`config.mk`:
```
export PLATFORM = sky130hd
export DESIGN_NAME = tpts_top
export DESIGN_NICKNAME = d
export VERILOG_FILES = /design/src/core/tpts_pkg.sv /design/src/core/tpts_return.sv /design/src/core/tpts_top.sv
export VERILOG_INCLUDE_DIRS = /design/src /design/src/core
export SDC_FILE = /design/constraint.sdc
export NUM_CORES = 1
export LEC_CHECK = 0
export BUFFER_PORTS_ARGS = -buffer_cell sky130_fd_sc_hd__buf_2
export CAP_MARGIN = 0
export CORE_UTILIZATION = 45
export CTS_CLUSTER_DIAMETER = 40
export CTS_CLUSTER_SIZE = 14
export DETAILED_ROUTE_END_ITERATION = 10
export GPL_ROUTABILITY_DRIVEN = 0
export PLACE_DENSITY = 0.68
export SYNTH_ARGS = -nofsm -noshare
export SYNTH_HDL_FRONTEND = slang
export SYNTH_SLANG_ARGS = --single-unit
```
`constraint.sdc`:
```
create_clock -name CORE_CLK_I -period 5 [get_ports CORE_CLK_I]
set_input_delay 0.75 -clock CORE_CLK_I [delete_from_list [all_inputs] [get_ports CORE_CLK_I]]
set_output_delay 0.75 -clock CORE_CLK_I [all_outputs]
set_load 0.01 [all_outputs]
```
`src/core/tpts_params.svh`:
```
`ifndef TPTS_PARAMS_SVH
`define TPTS_PARAMS_SVH

// ----------------------------------------------------------------------
// register offsets (byte addresses, one word each)
// ----------------------------------------------------------------------
`define TPTS_REG_CTRL       8'h00
`define TPTS_REG_COUNT      8'h04
`define TPTS_REG_LAST_TAG   8'h08
`define TPTS_REG_STAMP_LO   8'h0C
`define TPTS_REG_STAMP_MID  8'h10
`define TPTS_REG_STAMP_HI   8'h14

// ----------------------------------------------------------------------
// control fields and reset values
// ----------------------------------------------------------------------
`define TPTS_CTRL_ONE_STEP_BIT    0
`define TPTS_CTRL_TRANSP_BIT      1
`define TPTS_CTRL_RESET           2'h0
`define TPTS_COUNT_RESET          16'h0000
`define TPTS_RDATA_RESET          32'h0000_0000

// ----------------------------------------------------------------------
// timer layout
// ----------------------------------------------------------------------
`define TPTS_TIMER_W        80
`define TPTS_TOD_NS_W       32
`define TPTS_TOD_SEC_W      48
`define TPTS_CORR_W         64
`define TPTS_CORR_FRAC_W    16
`define TPTS_TAG_W          16

// ----------------------------------------------------------------------
// stamp commands
// ----------------------------------------------------------------------
`define TPTS_CMD_NOP        2'h0
`define TPTS_CMD_ONE_STEP   2'h1
`define TPTS_CMD_TWO_STEP   2'h2
`define TPTS_CMD_RESERVED   2'h3

`endif

```
`src/core/tpts_pkg.sv`:
```
`include "tpts_params.svh"

package tpts_pkg;

    typedef enum logic [1:0] {
        TPTS_NOP      = `TPTS_CMD_NOP,
        TPTS_ONE_STEP = `TPTS_CMD_ONE_STEP,
        TPTS_TWO_STEP = `TPTS_CMD_TWO_STEP,
        TPTS_RSVD     = `TPTS_CMD_RESERVED
    } tpts_cmd_t;

    typedef enum logic {
        TPTS_IDLE,
        TPTS_FRAME
    } tpts_state_t;

    // time of day layout: seconds above nanoseconds
    typedef struct packed {
        logic [`TPTS_TOD_SEC_W-1:0] sec;
        logic [`TPTS_TOD_NS_W-1:0]  ns;
    } tpts_tod_t;

    // correction layout: sign, whole ns in 62:16, fraction in 15:0
    typedef struct packed {
        logic [15:0]                  pad;
        logic                         sign;
        logic [46:0]                  ns;
        logic [`TPTS_CORR_FRAC_W-1:0] frac;
    } tpts_corr_t;

    typedef struct packed {
        logic [`TPTS_TIMER_W-1:0] stamp;
        logic [`TPTS_TAG_W-1:0]   tag;
    } tpts_ret_t;

    typedef struct packed {
        logic [63:0] data;
        logic        valid;
        logic        sop;
        logic        eop;
    } tpts_beat_t;

endpackage : tpts_pkg

```
`src/core/tpts_return.sv`:
```
`timescale 1ns/1ps
`include "tpts_params.svh"

module tpts_return
    import tpts_pkg::*;
(
    input  wire logic      clk_i,
    input  wire logic      rst_n_i,
    input  wire logic      ce_i,
    input  wire logic      take_i,
    input  wire tpts_ret_t ret_i,
    output logic           valid_o,
    output tpts_ret_t      ret_o
);

    // ------------------------------------------------------------------
    // return register
    // ------------------------------------------------------------------
    // stamp and tag hold until the next return, so they are stable
    // in the valid cycle and readable afterwards
    tpts_ret_t ret_ff;
    logic      valid_ff;

    always_ff @(posedge clk_i or negedge rst_n_i) begin
        if (!rst_n_i) begin
            valid_ff <= 1'b0;
            ret_ff   <= '0;
        end else if (ce_i) begin
            valid_ff <= take_i;
            if (take_i) begin
                ret_ff <= ret_i;
            end
        end
    end

    assign valid_o = valid_ff;
    assign ret_o   = ret_ff;

endmodule // tpts_return

```
`src/core/tpts_top.sv`:
```
// Overview of operation
// - normal mode: low 32 ns, high 48 seconds
// - transparent: bits 62:16 ns, 15:0 fraction
// - valid marks a presented captured stamp
// - returned tag equals client's frame tag
// - stamp taken at frame start beat
// - returned stamp keeps the selected timer format
// - command 00: no stamp, frame untouched
// - command 01: stamp and insert into frame
// - command 10: stamp returned, frame untouched
// - command 11 behaves as no operation
// - insertion only while one-step enable set
// - transparent mode: timer is correction value
// - transparent insertion adds correction to field
// - tag returned with each stamped frame
//
// Design decisions made here: the address map and the strobed register port.
`timescale 1ns/1ps
`include "tpts_params.svh"

module tpts_top
    import tpts_pkg::*;
#(
    parameter int OFFSET_W = 8
) (
    input  wire logic                     CORE_CLK_I,
    input  wire logic                     ARST_N_I,
    input  wire logic                     CE_I,
    input  wire logic [7:0]               REG_ADDR_I,
    input  wire logic [31:0]              REG_WDATA_I,
    input  wire logic                     REG_WR_I,
    input  wire logic                     REG_RD_I,
    output logic      [31:0]              REG_RDATA_O,
    input  wire logic [`TPTS_TIMER_W-1:0] TX_TIMER_I,
    input  wire logic [63:0]              TX_DATA_I,
    input  wire logic                     TX_VALID_I,
    input  wire logic                     TX_SOP_I,
    input  wire logic                     TX_EOP_I,
    input  wire logic [1:0]               TX_STAMP_COMMAND_I,
    input  wire logic [`TPTS_TAG_W-1:0]   TX_TAG_I,
    input  wire logic [OFFSET_W-1:0]      TX_STAMP_OFFSET_I,
    output logic      [63:0]              TX_DATA_O,
    output logic                          TX_VALID_O,
    output logic                          TX_SOP_O,
    output logic                          TX_EOP_O,
    output logic                          TX_STAMP_VALID_O,
    output logic      [`TPTS_TAG_W-1:0]   TX_STAMP_TAG_O,
    output logic      [`TPTS_TIMER_W-1:0] TX_STAMP_O
);

    // ------------------------------------------------------------------
    // declarations
    // ------------------------------------------------------------------
    logic [1:0]               ctrl_ff;
    logic [1:0]               nxt_ctrl;
    logic [15:0]              count_ff;
    logic [15:0]              nxt_count;
    logic [31:0]              rdata_ff;
    logic [31:0]              nxt_rdata;
    tpts_state_t              state_ff;
    tpts_state_t              nxt_state;
    logic [OFFSET_W-1:0]      idx_ff;
    logic [OFFSET_W-1:0]      off_ff;
    logic                     ins_ff;
    logic [`TPTS_TIMER_W-1:0] cap_ff;
    tpts_beat_t               out_ff;
    tpts_beat_t               nxt_out;

    wire logic                one_step_en;
    wire logic                transp_mode;
    wire logic                wr_ctrl;
    wire logic                wr_count;
    wire logic                beat;
    wire logic                sop_beat;
    wire tpts_cmd_t           cmd;
    wire logic                cmd_one;
    wire logic                cmd_two;
    wire logic                ret_take;
    wire logic                ins_act;
    wire logic [OFFSET_W-1:0] cur_idx;
    wire logic [OFFSET_W-1:0] cur_off;
    wire logic [OFFSET_W-1:0] off_next;
    wire logic                hit_first;
    wire logic                hit_second;
    wire logic [`TPTS_TIMER_W-1:0] fmt_stamp;
    wire logic [`TPTS_TIMER_W-1:0] cur_stamp;
    wire tpts_tod_t           tod_view;
    wire tpts_corr_t          corr_view;
    wire logic [63:0]         tod_first;
    wire logic [63:0]         tod_second;
    wire logic [63:0]         corr_sum;
    wire logic [63:0]         ins_data;
    wire tpts_ret_t           ret_in;
    wire tpts_ret_t           ret_out;
    wire logic                ret_valid;

    // ------------------------------------------------------------------
    // register bus decode
    // ------------------------------------------------------------------
    assign wr_ctrl     = REG_WR_I && (REG_ADDR_I == `TPTS_REG_CTRL);
    assign wr_count    = REG_WR_I && (REG_ADDR_I == `TPTS_REG_COUNT);
    assign one_step_en = ctrl_ff[`TPTS_CTRL_ONE_STEP_BIT];
    assign transp_mode = ctrl_ff[`TPTS_CTRL_TRANSP_BIT];
    assign nxt_ctrl    = wr_ctrl ? REG_WDATA_I[1:0] : ctrl_ff;

    // ------------------------------------------------------------------
    // command decode
    // ------------------------------------------------------------------
    // the command is only looked at on the first beat of a frame
    assign beat     = TX_VALID_I;
    assign sop_beat = TX_VALID_I && TX_SOP_I;
    assign cmd      = tpts_cmd_t'(TX_STAMP_COMMAND_I);
    assign cmd_one  = (cmd == TPTS_ONE_STEP);
    assign cmd_two  = (cmd == TPTS_TWO_STEP);
    // nop and the reserved code both fall outside cmd_one and cmd_two
    assign ret_take = sop_beat && (cmd_one || cmd_two);

    // ------------------------------------------------------------------
    // timer formatting
    // ------------------------------------------------------------------
    assign tod_view  = tpts_tod_t'(TX_TIMER_I);
    assign corr_view = tpts_corr_t'(TX_TIMER_I);
    // transparent mode keeps only the 64-bit correction, upper bits zero
    assign fmt_stamp = transp_mode ?
                       {16'h0000, corr_view.sign, corr_view.ns, corr_view.frac} :
                       {tod_view.sec, tod_view.ns};
    // timer is sampled as-is, it must already be in this domain
    assign cur_stamp = sop_beat ? fmt_stamp : cap_ff;

    // ------------------------------------------------------------------
    // frame position
    // ------------------------------------------------------------------
    assign cur_idx    = sop_beat ? '0 : idx_ff;
    assign cur_off    = sop_beat ? TX_STAMP_OFFSET_I : off_ff;
    assign off_next   = cur_off + OFFSET_W'(1);
    assign ins_act    = sop_beat ? (cmd_one && one_step_en) : ins_ff;
    assign hit_first  = ins_act && beat && (cur_idx == cur_off);
    // second word only matters for the 80-bit time of day field
    // an offset of all ones has no second word; the wrapped sum would hit word 0
    assign hit_second = ins_act && beat && !transp_mode && (cur_off != '1) &&
                        (cur_idx == off_next);

    // ------------------------------------------------------------------
    // one-step insertion
    // ------------------------------------------------------------------
    // time of day field spans two words, seconds first; a field that
    // runs past the end of frame is simply truncated
    assign tod_first  = cur_stamp[79:16];
    assign tod_second = {cur_stamp[15:0], TX_DATA_I[47:0]};
    // wrap-around of the correction sum is by design of the field
    assign corr_sum   = TX_DATA_I + cur_stamp[63:0];
    // far end has already folded its receive stamp in
    assign ins_data   = hit_first  ? (transp_mode ? corr_sum : tod_first) :
                        hit_second ? tod_second :
                        TX_DATA_I;

    assign nxt_out.data  = ins_data;
    assign nxt_out.valid = TX_VALID_I;
    assign nxt_out.sop   = TX_VALID_I && TX_SOP_I;
    assign nxt_out.eop   = TX_VALID_I && TX_EOP_I;

    // ------------------------------------------------------------------
    // frame tracking state
    // ------------------------------------------------------------------
    always_comb begin
        nxt_state = state_ff;
        case (state_ff)
            TPTS_IDLE: begin
                if (sop_beat && !TX_EOP_I) begin
                    nxt_state = TPTS_FRAME;
                end
            end
            TPTS_FRAME: begin
                if (beat && TX_EOP_I && !TX_SOP_I) begin
                    nxt_state = TPTS_IDLE;
                end
            end
            default: begin
                nxt_state = TPTS_IDLE;
            end
        endcase
    end

    always_ff @(posedge CORE_CLK_I or negedge ARST_N_I) begin
        if (!ARST_N_I) begin
            state_ff <= TPTS_IDLE;
            idx_ff   <= '0;
            off_ff   <= '0;
            ins_ff   <= 1'b0;
            cap_ff   <= '0;
        end else if (CE_I) begin
            state_ff <= nxt_state;
            if (sop_beat) begin
                idx_ff <= OFFSET_W'(1);
                off_ff <= TX_STAMP_OFFSET_I;
                ins_ff <= cmd_one && one_step_en;
                cap_ff <= fmt_stamp;
            end else if (beat && state_ff == TPTS_FRAME) begin
                // saturate so a long frame cannot wrap onto the offset
                if (idx_ff != '1) begin
                    idx_ff <= idx_ff + OFFSET_W'(1);
                end
            end
            if (beat && TX_EOP_I && !TX_SOP_I) begin
                ins_ff <= 1'b0;
            end
        end
    end

    // ------------------------------------------------------------------
    // output beat pipeline
    // ------------------------------------------------------------------
    always_ff @(posedge CORE_CLK_I or negedge ARST_N_I) begin
        if (!ARST_N_I) begin
            out_ff <= '0;
        end else if (CE_I) begin
            out_ff <= nxt_out;
        end
    end

    assign TX_DATA_O  = out_ff.data;
    assign TX_VALID_O = out_ff.valid;
    assign TX_SOP_O   = out_ff.sop;
    assign TX_EOP_O   = out_ff.eop;

    // ------------------------------------------------------------------
    // stamp return
    // ------------------------------------------------------------------
    assign ret_in.stamp = fmt_stamp;
    assign ret_in.tag   = TX_TAG_I;

    tpts_return u_return (
        .clk_i   (CORE_CLK_I),
        .rst_n_i (ARST_N_I),
        .ce_i    (CE_I),
        .take_i  (ret_take),
        .ret_i   (ret_in),
        .valid_o (ret_valid),
        .ret_o   (ret_out)
    );

    assign TX_STAMP_VALID_O = ret_valid;
    assign TX_STAMP_TAG_O   = ret_out.tag;
    assign TX_STAMP_O       = ret_out.stamp;

    // ------------------------------------------------------------------
    // control and counter registers
    // ------------------------------------------------------------------
    // a stamp in the same cycle as a clear still counts
    assign nxt_count = ret_take ? (wr_count ? 16'h0001 : count_ff + 16'h0001) :
                       wr_count ? `TPTS_COUNT_RESET : count_ff;

    always_ff @(posedge CORE_CLK_I or negedge ARST_N_I) begin
        if (!ARST_N_I) begin
            ctrl_ff  <= `TPTS_CTRL_RESET;
            count_ff <= `TPTS_COUNT_RESET;
        end else if (CE_I) begin
            ctrl_ff  <= nxt_ctrl;
            count_ff <= nxt_count;
        end
    end

    // ------------------------------------------------------------------
    // read path
    // ------------------------------------------------------------------
    always_comb begin
        nxt_rdata = `TPTS_RDATA_RESET;
        if (!REG_RD_I) begin
            nxt_rdata = `TPTS_RDATA_RESET;
        end else if (REG_ADDR_I == `TPTS_REG_CTRL) begin
            nxt_rdata = {30'h0000_0000, ctrl_ff};
        end else if (REG_ADDR_I == `TPTS_REG_COUNT) begin
            nxt_rdata = {16'h0000, count_ff};
        end else if (REG_ADDR_I == `TPTS_REG_LAST_TAG) begin
            nxt_rdata = {16'h0000, ret_out.tag};
        end else if (REG_ADDR_I == `TPTS_REG_STAMP_LO) begin
            nxt_rdata = ret_out.stamp[31:0];
        end else if (REG_ADDR_I == `TPTS_REG_STAMP_MID) begin
            nxt_rdata = ret_out.stamp[63:32];
        end else if (REG_ADDR_I == `TPTS_REG_STAMP_HI) begin
            nxt_rdata = {16'h0000, ret_out.stamp[79:64]};
        end else begin
            nxt_rdata = `TPTS_RDATA_RESET;
        end
    end

    always_ff @(posedge CORE_CLK_I or negedge ARST_N_I) begin
        if (!ARST_N_I) begin
            rdata_ff <= `TPTS_RDATA_RESET;
        end else if (CE_I) begin
            rdata_ff <= nxt_rdata;
        end
    end

    assign REG_RDATA_O = rdata_ff;

endmodule // tpts_top

```
==> metrics.csv <==
metric,value,unit
Hold Fails Final Rpt,0,
"Seq/Total Area, Yosys",40.4,%
routed vias/inst,6.03,
GRT Total Usage,35.6,%
CTS tree,done,
layout cells sized above 1,20.1,%
Max clock buf depth,3,
pin count of the biggest net entering global routing,108,
asr flop ratio synth,100,%
setup violators final,0,
Rel. slew slack,26.0,%
Syn Std Cell Area,0.0193,mm²
Reg-to-Reg End,TX_DATA_O[48]$_DFFE_PN0P_,
R2R Setup Slk,1110,ps
Worst-path clk slew,60,ps
initial antenna violation count,13,
unrepaired setup endpoints after global routing,false,
vias in the first global route,19200,
ys flop type,dfrtp_1,
cell taking the most area after synthesis,dfrtp_1,
Detailed Place HPWL,60100,µm
Worst setup EP type,register,
reg2reg start,cap_ff[0]$_DFFE_PN0P_,
chip width,209,µm
Yosys cell types,74,
first-pass GRT wire length,117000,µm
H-tree depth,2,
DRT Pass-1 Iters,8,
die area,0.0438,mm²
CP startpoint,TX_SOP_I,
synthesized flop and latch total,312,
Starting Density,45.9,%
Nets,3089,
num rows,75,
worst skew pair latency,610,ps
status,"complete, no violations",
Synth top area share,40.4,%
Syn. warnings,0,
total gr overflow,0,
CTS Hold Buffers Added,0,
Iter 0 DRT Violations,2618,
"count leader, synth",nand2_1,
CTS Buf Count,52,
CTS Root Cell,clkbuf_16,
clk_skew,20.7,ps
Post-Synthesis Cells,2460,
crit path time final,4360,ps
Critical Path Fanout Max,39,
Hold Crit Class,input port to async pin,
port bufs,383,
Mapped Avg Cell Area,7.86,µm²
wire length per cell,23.2,µm
vias,20400,
# DRC,0,
core region area,0.0421,mm²
Worst-Margin Slew,1110,ps
Die Ht,209,µm
# Post-CTS Setup Buffers,0,
pwr dens,400,mW/mm²
Post-synth EDFFs,0,
# fillers,3923,
fin crit share,87.2,%
Pwr Total,0.00946,W
worst vdd ir,0.289,mV
Worst Setup Path Type,input port to register,
syn nets,2754,
Worst EP arrival,4880,ps
Crit path required time,5520,ps
commonest cells in the synthesized netlist,"862 x nand2_1, 312 x dfrtp_1, 160 x o21ai_0",
"antenna viol nets, final",0,
Leak,12.0,nW
I/O pins,414,
CTS resizes,0,
Layout area overhead,22.5,%
maxcap violations,0,
total negative slack,0,ps
clk sinks,312,
crit path launch type,input port,
fin. max-slew vios,0,
synth top area cells,"dfrtp_1 40%, nand2_1 17%, ha_1 4.9%",
total wire length,78500,µm
f_max,0.229,GHz
R2R depth,16,
==> placed cells by master, fill, tap and decap left out, types with 43 or more instances in the layout <==
cell type / count
a21oi_1: 156
buf_2: 382
clkbuf_16: 52
dfrtp_1: 311
ha_1: 75
nand2_1: 861
nor2_1: 111
o21ai_0: 160
o2bb2ai_1: 43
xnor2_1: 43
==> worst max-delay path by stage <==
stage | to | slack, ps
2_1_floorplan | TX_DATA_O[48]$_DFFE_PN0P_ | 390
3_3_place_gp | TX_DATA_O[62]$_DFFE_PN0P_ | 250
3_5_place_dp | TX_DATA_O[63]$_DFFE_PN0P_ | 170
4_1_cts | TX_DATA_O[63]$_DFFE_PN0P_ | 790
5_1_grt | TX_DATA_O[61]$_DFFE_PN0P_ | 330
6_report | TX_DATA_O[63]$_DFFE_PN0P_ | 640
==> layout make-up <==
type	instances	area, µm²	share of cell area, %
diodes	13	32.5	0.137
multi-input cells	1960	10800	45.8
flip-flops and latches	312	7810	33.0
clock inverters	36	458	1.93
well taps	539	674	2.85
inverters	42	158	0.666
repair buffers	427	2320	9.80
clock buffers	60	1390	5.88
==> metrics by stage <==
| step | setup WS (ps) | util [%] | instance area [µm²] | std cells | hold WS, ps |
|---|---|---|---|---|---|
| global placement | 250 | 51.7 | 21800 | 3280 | 457 |
| detailed placement | 172 | 51.7 | 21800 | 3280 | 462 |
| finish | 640 | 56.2 | 23700 | 3389 | 210 |
| floorplan | 391 | - | 19300 | 2460 | 442 |
| CTS | 789 | 56.1 | 23600 | 3376 | 246 |
| global route | 334 | 56.2 | 23700 | 3388 | 268 |
==> power breakdown <==
part | internal, W | leakage [nW] | switching (W)
Clock | 0.00239 | 0.896 | 0.00141
Sequential | 0.00285 | 3.98 | 0.000334
Combinational | 0.000910 | 7.12 | 0.00157
==> metal layers <==
metal | GRT usage, % | vias to the layer above | routed length (µm)
met1 | 48.3 | 9776 | 31500
met3 | 7.44 | 220 | 8500
met4 | 19.7 | 0 | 4240
li1 | - | 9169 | -
met5 | 0 | - | 0
met2 | 53.0 | 1260 | 34300
==> registers in the layout (all words and copies together), names as in the netlist, 2 cells and up <==
signal          flops
u_return.ret_o     96
cap_ff             80
TX_DATA_O          64
REG_RDATA_O        32
count_ff           16
idx_ff              8
off_ff              8
ctrl_ff             2
==> critical path, cell delays in order <==
cell and delay (ps):
buf_2 170, and2_2 320, buf_4 430, nand2_1 90
nand2_1 100, ha_1 290, a2111oi_0 700, a211oi_1 170
o211ai_1 170, a21oi_1 120, nor2_1 250, o31ai_1 120
buf_4 160, a211oi_2 430, o31ai_1 140, a31o_2 290
a31oi_1 160
==> cell families after synthesis <==
family,Yosys count,synth area share [%]
adder cells (fa/ha/maj),76,4.96
XOR/XNOR,70,3.17
AND/OR/NAND/NOR,1172,25.3
buffers and inverters,188,3.81
flip-flops,312,40.4
multiplexers,42,2.29
AO/OA/AOI/OAI,600,20.1
Note: power is estimated with default switching activity, not from simulation.
